[src/include/sram_host_pkg.sv]
// Shared types and timing constants for the asynchronous SRAM host controller
package sram_host_pkg;

    // ======================================================================
    // Widths
    localparam int ADDR_W = 18;
    localparam int DATA_W = 16;

    // ======================================================================
    // Timing in ns, and clock cycle counts at 20 MHz
    localparam int CLK_PERIOD_NS              = 50;
    localparam int READ_CYCLE_NS              = 45;
    localparam int ADDRESS_ACCESS_TIME_NS     = 45;
    localparam int OUTPUT_STROBE_ACCESS_NS    = 22;
    localparam int WRITE_CYCLE_NS             = 45;
    localparam int WRITE_PULSE_NS             = 35;
    localparam int WRITE_DATA_LEAD_TIME_NS    = 25;
    localparam int WRITE_LOW_FLOAT_TIME_NS    = 18;
    localparam int DESELECT_TO_RETENTION_NS   = 0;
    localparam int POST_RETENTION_RECOVERY_NS = 45;

    function automatic int ceil_cycles(input int ns);
        int c;
        c = (ns + CLK_PERIOD_NS - 1) / CLK_PERIOD_NS;
        return (c < 1) ? 1 : c;
    endfunction

    // Write pulse covers pulse width, and data lead plus float time
    localparam int WR_PULSE_NS_MAX =
        (WRITE_PULSE_NS > WRITE_DATA_LEAD_TIME_NS + WRITE_LOW_FLOAT_TIME_NS) ?
        WRITE_PULSE_NS : WRITE_DATA_LEAD_TIME_NS + WRITE_LOW_FLOAT_TIME_NS;
    localparam int RD_ACCESS_NS_MAX =
        (ADDRESS_ACCESS_TIME_NS > READ_CYCLE_NS) ?
        ADDRESS_ACCESS_TIME_NS : READ_CYCLE_NS;

    localparam logic [3:0] WR_PULSE_CYC  = 4'(ceil_cycles(WR_PULSE_NS_MAX));
    localparam logic [3:0] RD_ACCESS_CYC = 4'(ceil_cycles(RD_ACCESS_NS_MAX));
    localparam logic [3:0] RECOVERY_CYC  =
        4'(ceil_cycles(POST_RETENTION_RECOVERY_NS));
    localparam logic [3:0] CNT_ZERO      = 4'h0;

    // ======================================================================
    // Carriers
    typedef struct packed {
        logic              wr;
        logic [ADDR_W-1:0] addr;
        logic [DATA_W-1:0] wdata;
        logic [1:0]        lane_en;   // bit1 upper, bit0 lower; active high
    } req_s;

    typedef struct packed {
        logic              select_low_active;
        logic              select_high_active;
        logic              write_strobe_n;
        logic              output_strobe_n;
        logic              upper_lane_enable_n;
        logic              lower_lane_enable_n;
        logic [ADDR_W-1:0] addr;
        logic [DATA_W-1:0] dq_out;
        logic              dq_oe;
    } pins_s;

    typedef enum logic [2:0] {
        ST_IDLE, ST_RD, ST_WR, ST_WR_END, ST_RETAIN, ST_RECOVER
    } state_e;

    localparam logic [DATA_W-1:0] DATA_ZERO = 16'h0000;
    localparam logic [ADDR_W-1:0] ADDR_ZERO = 18'h00000;

endpackage

[src/sync2.sv]
// Two-flop synchroniser for a bus of asynchronous inputs
`timescale 1ns/100ps
module sync2 #(
    parameter int W = 16
) (
    // Clock and reset
    input  wire logic         clk,
    input  wire logic         rst_n,
    // Data
    input  wire logic [W-1:0] d,
    output logic      [W-1:0] q
);
    logic [W-1:0] meta_ff;

    always_ff @(posedge clk) begin
        if (!rst_n) begin
            meta_ff <= '0;
            q       <= '0;
        end else begin
            meta_ff <= d;
            q       <= meta_ff;
        end
    end
endmodule

[src/sram_host.sv]
// Host controller driving an asynchronous 16-bit byte-lane static RAM
//
// Summary of operation
// - Write starts with strobe and both selects
// - Data valid 25 ns before write end
// - Data may change at write end
// - Address stable 35 ns before write end
// - Address valid at write start
// - Lane enables low 35 ns before end
// - Write pulse at least 25 plus 18 ns
// - Address valid before select falls; here both are set on the same clock edge
// - Deselect before entering retention
`timescale 1ns/100ps
module sram_host
    import sram_host_pkg::*;
(
    // Clock and reset
    input  wire logic                        clk,
    input  wire logic                        rst_n,
    // User request
    input  wire logic                        req_valid,
    input  wire sram_host_pkg::req_s         req,
    output logic                             req_ready,
    output logic                             rd_valid,
    output logic [sram_host_pkg::DATA_W-1:0] rd_data,
    // Retention control
    input  wire logic                        retain_req,
    output logic                             retain_ok,
    // Memory pins
    output sram_host_pkg::pins_s             pins,
    input  wire logic [sram_host_pkg::DATA_W-1:0] dq_in
);
    import sram_host_pkg::*;

    typedef struct packed {
        state_e            st;
        logic [3:0]        cnt;
        pins_s             p;
        logic              ready;
        logic              rvalid;
        logic [DATA_W-1:0] rdata;
        logic              retain;
    } state_s;

    state_s            cur_ff;
    state_s            nxt_cur;
    logic [DATA_W-1:0] dq_sync;

    sync2 #(.W(DATA_W)) u_dq_sync (
        .clk   (clk),
        .rst_n (rst_n),
        .d     (dq_in),
        .q     (dq_sync)
    );

    function automatic pins_s idle_pins(input pins_s p);
        pins_s r;
        r = p;
        r.select_low_active   = 1'b1;
        r.select_high_active  = 1'b0;
        r.write_strobe_n      = 1'b1;
        r.output_strobe_n     = 1'b1;
        r.upper_lane_enable_n = 1'b1;
        r.lower_lane_enable_n = 1'b1;
        r.dq_oe               = 1'b0;
        return r;
    endfunction

    // ======================================================================
    // Sequencer
    always_comb begin
        nxt_cur        = cur_ff;
        nxt_cur.rvalid = 1'b0;
        if (cur_ff.cnt != CNT_ZERO) begin
            nxt_cur.cnt = cur_ff.cnt - 4'h1;
        end
        unique case (cur_ff.st)
            ST_IDLE: begin
                if (retain_req) begin
                    nxt_cur.p      = idle_pins(cur_ff.p);
                    nxt_cur.st     = ST_RETAIN;
                    nxt_cur.ready  = 1'b0;
                    nxt_cur.retain = 1'b1;
                end else if (req_valid && cur_ff.ready) begin
                    nxt_cur.ready                 = 1'b0;
                    nxt_cur.p.addr                = req.addr;
                    nxt_cur.p.select_low_active   = 1'b0;
                    nxt_cur.p.select_high_active  = 1'b1;
                    nxt_cur.p.upper_lane_enable_n = ~req.lane_en[1];
                    nxt_cur.p.lower_lane_enable_n = ~req.lane_en[0];
                    if (req.wr) begin
                        nxt_cur.p.write_strobe_n = 1'b0;
                        nxt_cur.p.dq_out         = req.wdata;
                        nxt_cur.p.dq_oe          = 1'b1;
                        nxt_cur.cnt              = WR_PULSE_CYC - 4'h1;
                        nxt_cur.st               = ST_WR;
                    end else begin
                        nxt_cur.p.output_strobe_n = 1'b0;
                        nxt_cur.cnt = RD_ACCESS_CYC + 4'h1;
                        nxt_cur.st  = ST_RD;
                    end
                end
            end
            ST_WR: begin
                if (cur_ff.cnt == CNT_ZERO) begin
                    // held through full pulse, strobe ends
                    nxt_cur.p.write_strobe_n = 1'b1;
                    nxt_cur.st               = ST_WR_END;
                end
            end
            ST_WR_END: begin
                nxt_cur.p   = idle_pins(cur_ff.p);
                nxt_cur.st  = ST_IDLE;
                nxt_cur.ready = 1'b1;
            end
            ST_RD: begin
                // Extra count covers the synchroniser delay
                if (cur_ff.cnt == CNT_ZERO) begin
                    nxt_cur.rdata  = dq_sync;
                    nxt_cur.rvalid = 1'b1;
                    nxt_cur.p      = idle_pins(cur_ff.p);
                    nxt_cur.st     = ST_IDLE;
                    nxt_cur.ready  = 1'b1;
                end
            end
            ST_RETAIN: begin
                if (!retain_req) begin
                    // wait one cycle time after retention
                    nxt_cur.retain = 1'b0;
                    nxt_cur.cnt    = RECOVERY_CYC;
                    nxt_cur.st     = ST_RECOVER;
                end
            end
            ST_RECOVER: begin
                if (cur_ff.cnt == CNT_ZERO) begin
                    nxt_cur.st    = ST_IDLE;
                    nxt_cur.ready = 1'b1;
                end
            end
            // Unused state codes fall back to a safe idle bus
            default: begin
                nxt_cur.p     = idle_pins(cur_ff.p);
                nxt_cur.st    = ST_IDLE;
                nxt_cur.ready = 1'b1;
            end
        endcase
    end

    always_ff @(posedge clk) begin
        if (!rst_n) begin
            cur_ff        <= '0;
            cur_ff.st     <= ST_IDLE;
            cur_ff.ready  <= 1'b1;
            cur_ff.p      <= idle_pins('0);
        end else begin
            cur_ff <= nxt_cur;
        end
    end

    assign pins      = cur_ff.p;
    assign req_ready = cur_ff.ready;
    assign rd_valid  = cur_ff.rvalid;
    assign rd_data   = cur_ff.rdata;
    assign retain_ok = cur_ff.retain;
endmodule

[config.mk]
export PLATFORM = sky130hd
export DESIGN_NAME = sram_host
export DESIGN_NICKNAME = d
export VERILOG_FILES = /design/src/include/sram_host_pkg.sv /design/src/sync2.sv /design/src/sram_host.sv
export SDC_FILE = /design/constraint.sdc
export NUM_CORES = 1
export LEC_CHECK = 0
export ABC_AREA = 1
export ABC_CLOCK_PERIOD_IN_PS = 2100
export BUFFER_PORTS_ARGS = -buffer_cell sky130_fd_sc_hd__buf_4
export CORE_MARGIN = 5
export CORE_UTILIZATION = 34
export CTS_CLUSTER_SIZE = 16
export DETAILED_ROUTE_END_ITERATION = 10
export GPL_TIMING_DRIVEN = 0
export HOLD_SLACK_MARGIN = 0.06
export PLACE_DENSITY = 0.58
export RECOVER_POWER = 50
export REMOVE_ABC_BUFFERS = 1
export SLEW_MARGIN = 20
export SYNTH_ARGS = -nofsm -noshare
export SYNTH_HDL_FRONTEND = slang
export SYNTH_SLANG_ARGS = --single-unit
[constraint.sdc]
create_clock -name clk -period 2.1 [get_ports clk]
set_clock_uncertainty 0.1 [all_clocks]
set_input_delay 0.315 -clock clk [delete_from_list [all_inputs] [get_ports clk]]
set_output_delay 0.315 -clock clk [all_outputs]
set_load 0.02 [all_outputs]
==> flow_metrics.env, run 1 <==
export IMPL_cts_root_buf="clkbuf_16"
export IMPL_cap_violations=0
export IMPL_reg2reg_slack_ps=260
export IMPL_slew_viol_final=0
export IMPL_area_delta_synth_final_pct=19.08
export IMPL_rr_worst_depth=8
export IMPL_grt_max_degree=91
export IMPL_register_area_um2=1982
export IMPL_routed_wl_um=8252
export IMPL_outcome="finished clean"
export IMPL_synth_top_area_share_pct=48.81
export IMPL_whs_ps=72.78
export IMPL_hold_violations=0
export IMPL_antenna_found_initial=0
export IMPL_yosys_warnings=0
export IMPL_min_path_type="in -> reg"
export IMPL_place_hpwl_um=5732
export IMPL_die_w_um=119.3
export IMPL_num_antenna_cells=0
export IMPL_detail_route_antenna_nets=0
export IMPL_ys_ff_latch=99
export IMPL_setup_viol=0
export IMPL_num_rows=40
export IMPL_leakage_nw=2.340
export IMPL_cp_arrival_ps=2010
export IMPL_endpoint="rd_data[8]"
export IMPL_core_area_um2=11860
export IMPL_slew_headroom_pct=47.31
export IMPL_crit_path_end_kind="register"
export IMPL_synth_edf_count=0
export IMPL_dieArea_um2=14230
export IMPL_clk_latency_ps=340
export IMPL_grt_setup_unrepaired="false"
export IMPL_r2r_start="cur_ff[60]"
export IMPL_power_density_nw_per_um2=1250
export IMPL_critPathLaunch="cur_ff[60]"
export IMPL_cts_sinks=99
export IMPL_grt_pass1_vias=2923
export IMPL_clkTransAtPathRegs_ps=70
export IMPL_multi_input_area_um2=1306
export IMPL_peakVddDrop_mv=0.3779
export IMPL_viasPerCell=4.179
export IMPL_drt_iter0_drc=123
export IMPL_period_minus_slack_ps=1836
export IMPL_drt_wirelength_per_cell_um=11.35
export IMPL_synthTopCellsByArea="dfxtp_1 49%, buf_4 11%, nor2_1 9.5%"
export IMPL_fin_util_pct=40.76
export IMPL_portBuffers=116
export IMPL_drive_above_1_share_pct=21.03
export IMPL_place_congestion=0.7557
export IMPL_worstSetupPathType="reg -> reg"
export IMPL_numCtsBuffers=9
export IMPL_start_util_pct=34.23
export IMPL_final_net_count=633
export IMPL_seq_area_frac_synth_pct=48.81
export IMPL_worst_pin_slew_ps=790.3
export IMPL_min_period_over_period_pct=87.44
export IMPL_start_kind="register"
export IMPL_cts_setup_buffers=0
export IMPL_grt_pass1_wl_um=13830
export IMPL_syn_area_per_cell_um2=7.992
export IMPL_vias=3038
export IMPL_crit_fanout=20
export IMPL_groute_usage_overall_pct=11.89
export IMPL_synthFlopType="dfxtp_1"
export IMPL_synthCells=508
export IMPL_synth_async_reset_ratio_pct=0
export IMPL_fp_dieH_um=119.3
export IMPL_regToRegEndpoint="rd_data[8]"
export IMPL_tritoncts="done"
export IMPL_htreeDepth=3
export IMPL_synth_top_area_cell="dfxtp_1"
export IMPL_cts_path_max_buffers=2
export IMPL_cp_data_required_time_ps=2280
export IMPL_yosysUniqueCellTypes=30
export IMPL_synth_area_um2=4060
export IMPL_clock_fmax_mhz=544.6
export IMPL_drtPass1Iterations=6
export IMPL_io_pins=117
export IMPL_fillerInstances=1245
export IMPL_grt_overflow=0
export IMPL_post_route_drc_count=0
cell usage after synthesis (2+ instances only):
library cell	instances
a21oi_1	7
buf_12	2
buf_4	58
buf_6	3
clkbuf_1	11
dfxtp_1	99
inv_1	47
inv_2	2
inv_4	3
nand2_1	71
nand3_1	12
nor2_1	103
nor2_2	20
nor2_8	2
o21ai_0	42
o21ai_1	11
xor2_1	2
through the flow:
step / cells / TNS, ps / cell area, um^2 / total power, mW / setup WS, ps
2_1_floorplan: 433 / 0 / 3505 / 3.867 / 480.7
3_3_place_gp: 696 / 0 / 4559 / 4.598 / 29.96
3_5_place_dp: 696 / -30.05 / 4559 / 4.641 / -6.974
4_1_cts: 727 / 0 / 5007 / 6.303 / 206.9
5_1_grt: 727 / 0 / 4835 / 6.488 / 1.568
6_report: 727 / 0 / 4835 / 6.044 / 263.9
final cells by class:
type	count	share of cell area [%]
Multi-Input combinational cell	281	27.02
Sequential cell	99	40.99
Timing Repair Buffer	131	17.55
Clock buffer	10	4.943
Clock inverter	6	1.165
Inverter	53	4.529
Tap cell	147	3.804
worst min-delay path by stage:
stage	startpoint	end	slack, ps	depth (start not counted)
floorplan	u_dq_sync.meta_ff[0]	u_dq_sync.q[0]	290	2
global placement	u_dq_sync.meta_ff[5]	u_dq_sync.q[5]	290	2
detailed placement	u_dq_sync.meta_ff[14]	u_dq_sync.q[14]	300	2
CTS	dq_in[8]	u_dq_sync.meta_ff[8]	60	3
global route	dq_in[8]	u_dq_sync.meta_ff[8]	70	3
finish	dq_in[8]	u_dq_sync.meta_ff[8]	70	3
worst max-delay path: stages, from the launching register on:
cell and delay (ps):
dfxtp_1 300, inv_1 90, ha_1 210, nand2_1 80, nor2_1 240, nand2_2 320
inv_4 270, nor2_1 60, nor2_1 100
metal layers:
metal	routed length (um)	track usage (%)	up-vias
li1	-	-	1629
met1	3673	14.43	1335
met2	3987	19.32	65
met3	448	3.561	9
met4	143	5.431	0
met5	0	0	-
report_power, final:
| part | internal [mW] | switching [mW] |
|---|---|---|
| logic | 0.698 | 1.33 |
| clock network | 0.861 | 0.745 |
| registers | 2.22 | 0.187 |
| total | 3.78 | 2.26 |
timing repair:
| item | CTS | global route |
|---|---|---|
| hold endpoints to repair | 15 | 0 |
| hold buffers | 15 | 0 |
| resized for setup | 1 | 0 |
| endpoints found under the setup margin | 15 | 0 |
kinds of logic after synthesis:
kind of cell | count (synthesis) | synth area share (%)
compound gates | 62 | 7.797
simple gates | 216 | 23.58
xor+xnor | 2 | 0.4315
buf+inv | 128 | 19.08
fa+ha+maj | 1 | 0.3081
flops | 99 | 48.81
flip-flops by register name, indices dropped and copies added (netlist names):
signal and flops:
req_ready 1, rd_data 16, cur_ff 7, u_dq_sync.meta_ff 16, u_dq_sync.q 16, retain_ok 1, rd_valid 1, pins 41
cells in the final DEF (no fill, tap or decap), drive strengths merged, types with 2 or more instances in the layout:
master	count
nor2	126
dfxtp	99
nand2	74
buf	70
inv	56
clkbuf	56
o21ai	53
dlygate4sd3	15
nand3	13
a21oi	8
xor2	2
clkinv	2
Power figures use the tool's default switching activity.
==> inputs of run 2 (changes only) <==
--- a/config.mk
+++ b/config.mk
@@ -14,7 +14,6 @@
 export DETAILED_ROUTE_END_ITERATION = 10
 export GPL_TIMING_DRIVEN = 0
 export HOLD_SLACK_MARGIN = 0.06
-export PLACE_DENSITY = 0.58
 export RECOVER_POWER = 50
 export REMOVE_ABC_BUFFERS = 1
 export SLEW_MARGIN = 20
==> constraint.sdc (replaced) <==
create_clock -name clk -period 2.1 [get_ports clk]
set_clock_uncertainty 0.1 [all_clocks]
set_input_delay 0.105 -clock clk [delete_from_list [all_inputs] [get_ports clk]]
set_output_delay 0.105 -clock clk [all_outputs]
set_load 0.02 [all_outputs]
==> run 2 against run 1 <==
Compared with the run above:
- sequential power is essentially flat
- critical endpoint is now rd_data[2]
- critical path depth is the same
- the flow now finishes with violations (capacitance limit, slew limit)
- critical path type unchanged
- sequential share of layout area shrank 3.1 points
- power grew 2.6%
- largest power group unchanged
- global-route usage grew 1.1 points
- setup slack gained 8.3 ps
- first-iteration DRC count shrank 3.3%
- design area grew 8.0%
- fmax grew 0.45%
==> flow_metrics.env, run 2 (synthesized netlist as in run 1, its figures left out) <==
export IMPL_outcome="finished with violations"
export IMPL_violations="capacitance limit, slew limit"
export IMPL_min_period_over_period_pct=87.04
export IMPL_place_congestion=0.7613
export IMPL_num_rows=40
export IMPL_period_minus_slack_ps=1828
export IMPL_leakage_nw=2.504
export IMPL_min_path_type="in -> reg"
export IMPL_grt_overflow=0
export IMPL_largest_reg_flops=41
export IMPL_start_kind="register"
export IMPL_crit_path_end_kind="register"
export IMPL_reg2reg_slack_ps=270
export IMPL_cts_path_max_buffers=2
export IMPL_drt_iter0_drc=119
export IMPL_min_path_cells=4
export IMPL_peakVddDrop_mv=0.3884
export IMPL_grt_pass1_vias=3170
export IMPL_routed_wl_um=9017
export IMPL_clock_fmax_mhz=547.1
export IMPL_drtPass1Iterations=4
export IMPL_p_total_mw=6.203
export IMPL_r2r_start="cur_ff[60]"
export IMPL_portBuffers=116
export IMPL_fp_dieH_um=119.3
export IMPL_antenna_found_initial=0
export IMPL_drive_above_1_share_pct=19.58
export IMPL_worstSetupPathType="reg -> reg"
export IMPL_min_from="req[36]"
export IMPL_grt_pass1_wl_um=15010
export IMPL_crit_fanout=20
export IMPL_core_area_um2=11860
export IMPL_post_route_drc_count=0
export IMPL_cap_violations=1
export IMPL_layout_common_cells="103 x nor2_1, 99 x dfxtp_1, 70 x nand2_1"
export IMPL_cp_arrival_ps=2000
export IMPL_hold_violations=0
export IMPL_htreeDepth=3
export IMPL_cts_sinks=99
export IMPL_vias=3236
export IMPL_die_w_um=119.3
export IMPL_numCtsBuffers=9
export IMPL_power_density_nw_per_um2=1187
export IMPL_start_util_pct=34.23
export IMPL_setup_viol=0
export IMPL_tritoncts="done"
export IMPL_regToRegEndpoint="rd_data[2]"
export IMPL_slew_headroom_pct=-6.151
export IMPL_slew_viol_final=91
export IMPL_groute_usage_overall_pct=12.94
export IMPL_cts_setup_buffers=0
export IMPL_num_antenna_cells=0
export IMPL_grt_setup_unrepaired="false"
export IMPL_drt_wirelength_per_cell_um=11.79
export IMPL_viasPerCell=4.230
export IMPL_final_net_count=671
export IMPL_place_hpwl_um=5848
export IMPL_whs_endpoint="cur_ff[61]"
export IMPL_clk_latency_ps=340
export IMPL_worst_pin_slew_ps=1592
export IMPL_dieArea_um2=14230
export IMPL_clkTransAtPathRegs_ps=70
export IMPL_grt_max_degree=91
export IMPL_rr_worst_depth=8
export IMPL_detail_route_antenna_nets=0
export IMPL_area_delta_synth_final_pct=28.66
export IMPL_fin_util_pct=44.04
export IMPL_cts_root_buf="clkbuf_16"
export IMPL_final_common_cell="nor2_1"
export IMPL_cp_data_required_time_ps=2270
export IMPL_io_pins=117
## run 2: changes by cell type in the layout (fill, tap and decap cells not counted), sizes merged
cell | previous run | this run
clkinv | 2 | 1
clkbuf | 56 | 58
buf | 70 | 68
dlygate4sd3 | 15 | 53
bufinv | 0 | 1
## run 2: per-layer routing
metal / global-route usage (%) / wire length, um / vias up
met3: 2.564 / 313 / 25
met5: 0 / 0 / -
met4: 7.458 / 329 / 0
met2: 22.61 / 4556 / 71
met1: 14.59 / 3817 / 1434
li1: - / - / 1706
## run 2: layout make-up
cell class,count,area (um^2)
clock inverters,6,71.32
multi-input cells,281,1306
clock buffers,10,239.0
fillers,1175,6638
inverters,53,219.0
repair buffers,169,1222
flip-flops and latches,99,1982
well taps,147,183.9
## run 2: timing repair
action,4_1_cts,5_1_grt
endpoints found under the hold margin,53,0
hold buffers,53,0
endpoints found under the setup margin,11,0
resized for setup,1,0
## run 2: how the worst max path moves through the flow
stage | from | to | slack, ps | depth (start not counted)
after floorplan | req_ready | pins[15] | 480 | 7
after global placement | cur_ff[60] | rd_data[0] | 30 | 8
after detailed placement | cur_ff[60] | rd_data[4] | -10 | 8
after CTS | cur_ff[60] | rd_data[4] | 230 | 8
after global routing | cur_ff[60] | rd_data[8] | 40 | 8
final | cur_ff[60] | rd_data[2] | 270 | 8
## run 2: metrics by stage
step                      cells  TNS (ps)  hold slack, ps  area [um^2]  worst slack (ps)
after floorplan             433         0           89.60         3505             480.7
after global placement      696         0           190.6         4559             33.62
after detailed placement    696    -19.49           190.5         4559            -11.27
after CTS                   765         0           92.84         5403             227.1
after global routing        765         0           133.2         5224             40.58
final                       765         0           101.2         5224             272.1
## run 2: worst max-delay path: stages (launching register included)
cell and delay (ps):
dfxtp_1 300, inv_1 100, ha_1 220, nand2_1 90
nor2_1 230, nand2_2 310, inv_4 260, nor2_1 60
nor2_1 100
## run 2: power breakdown
group,internal [mW],switching (mW)
Clock,0.971,0.720
Sequential,2.22,0.188
Combinational,0.741,1.36
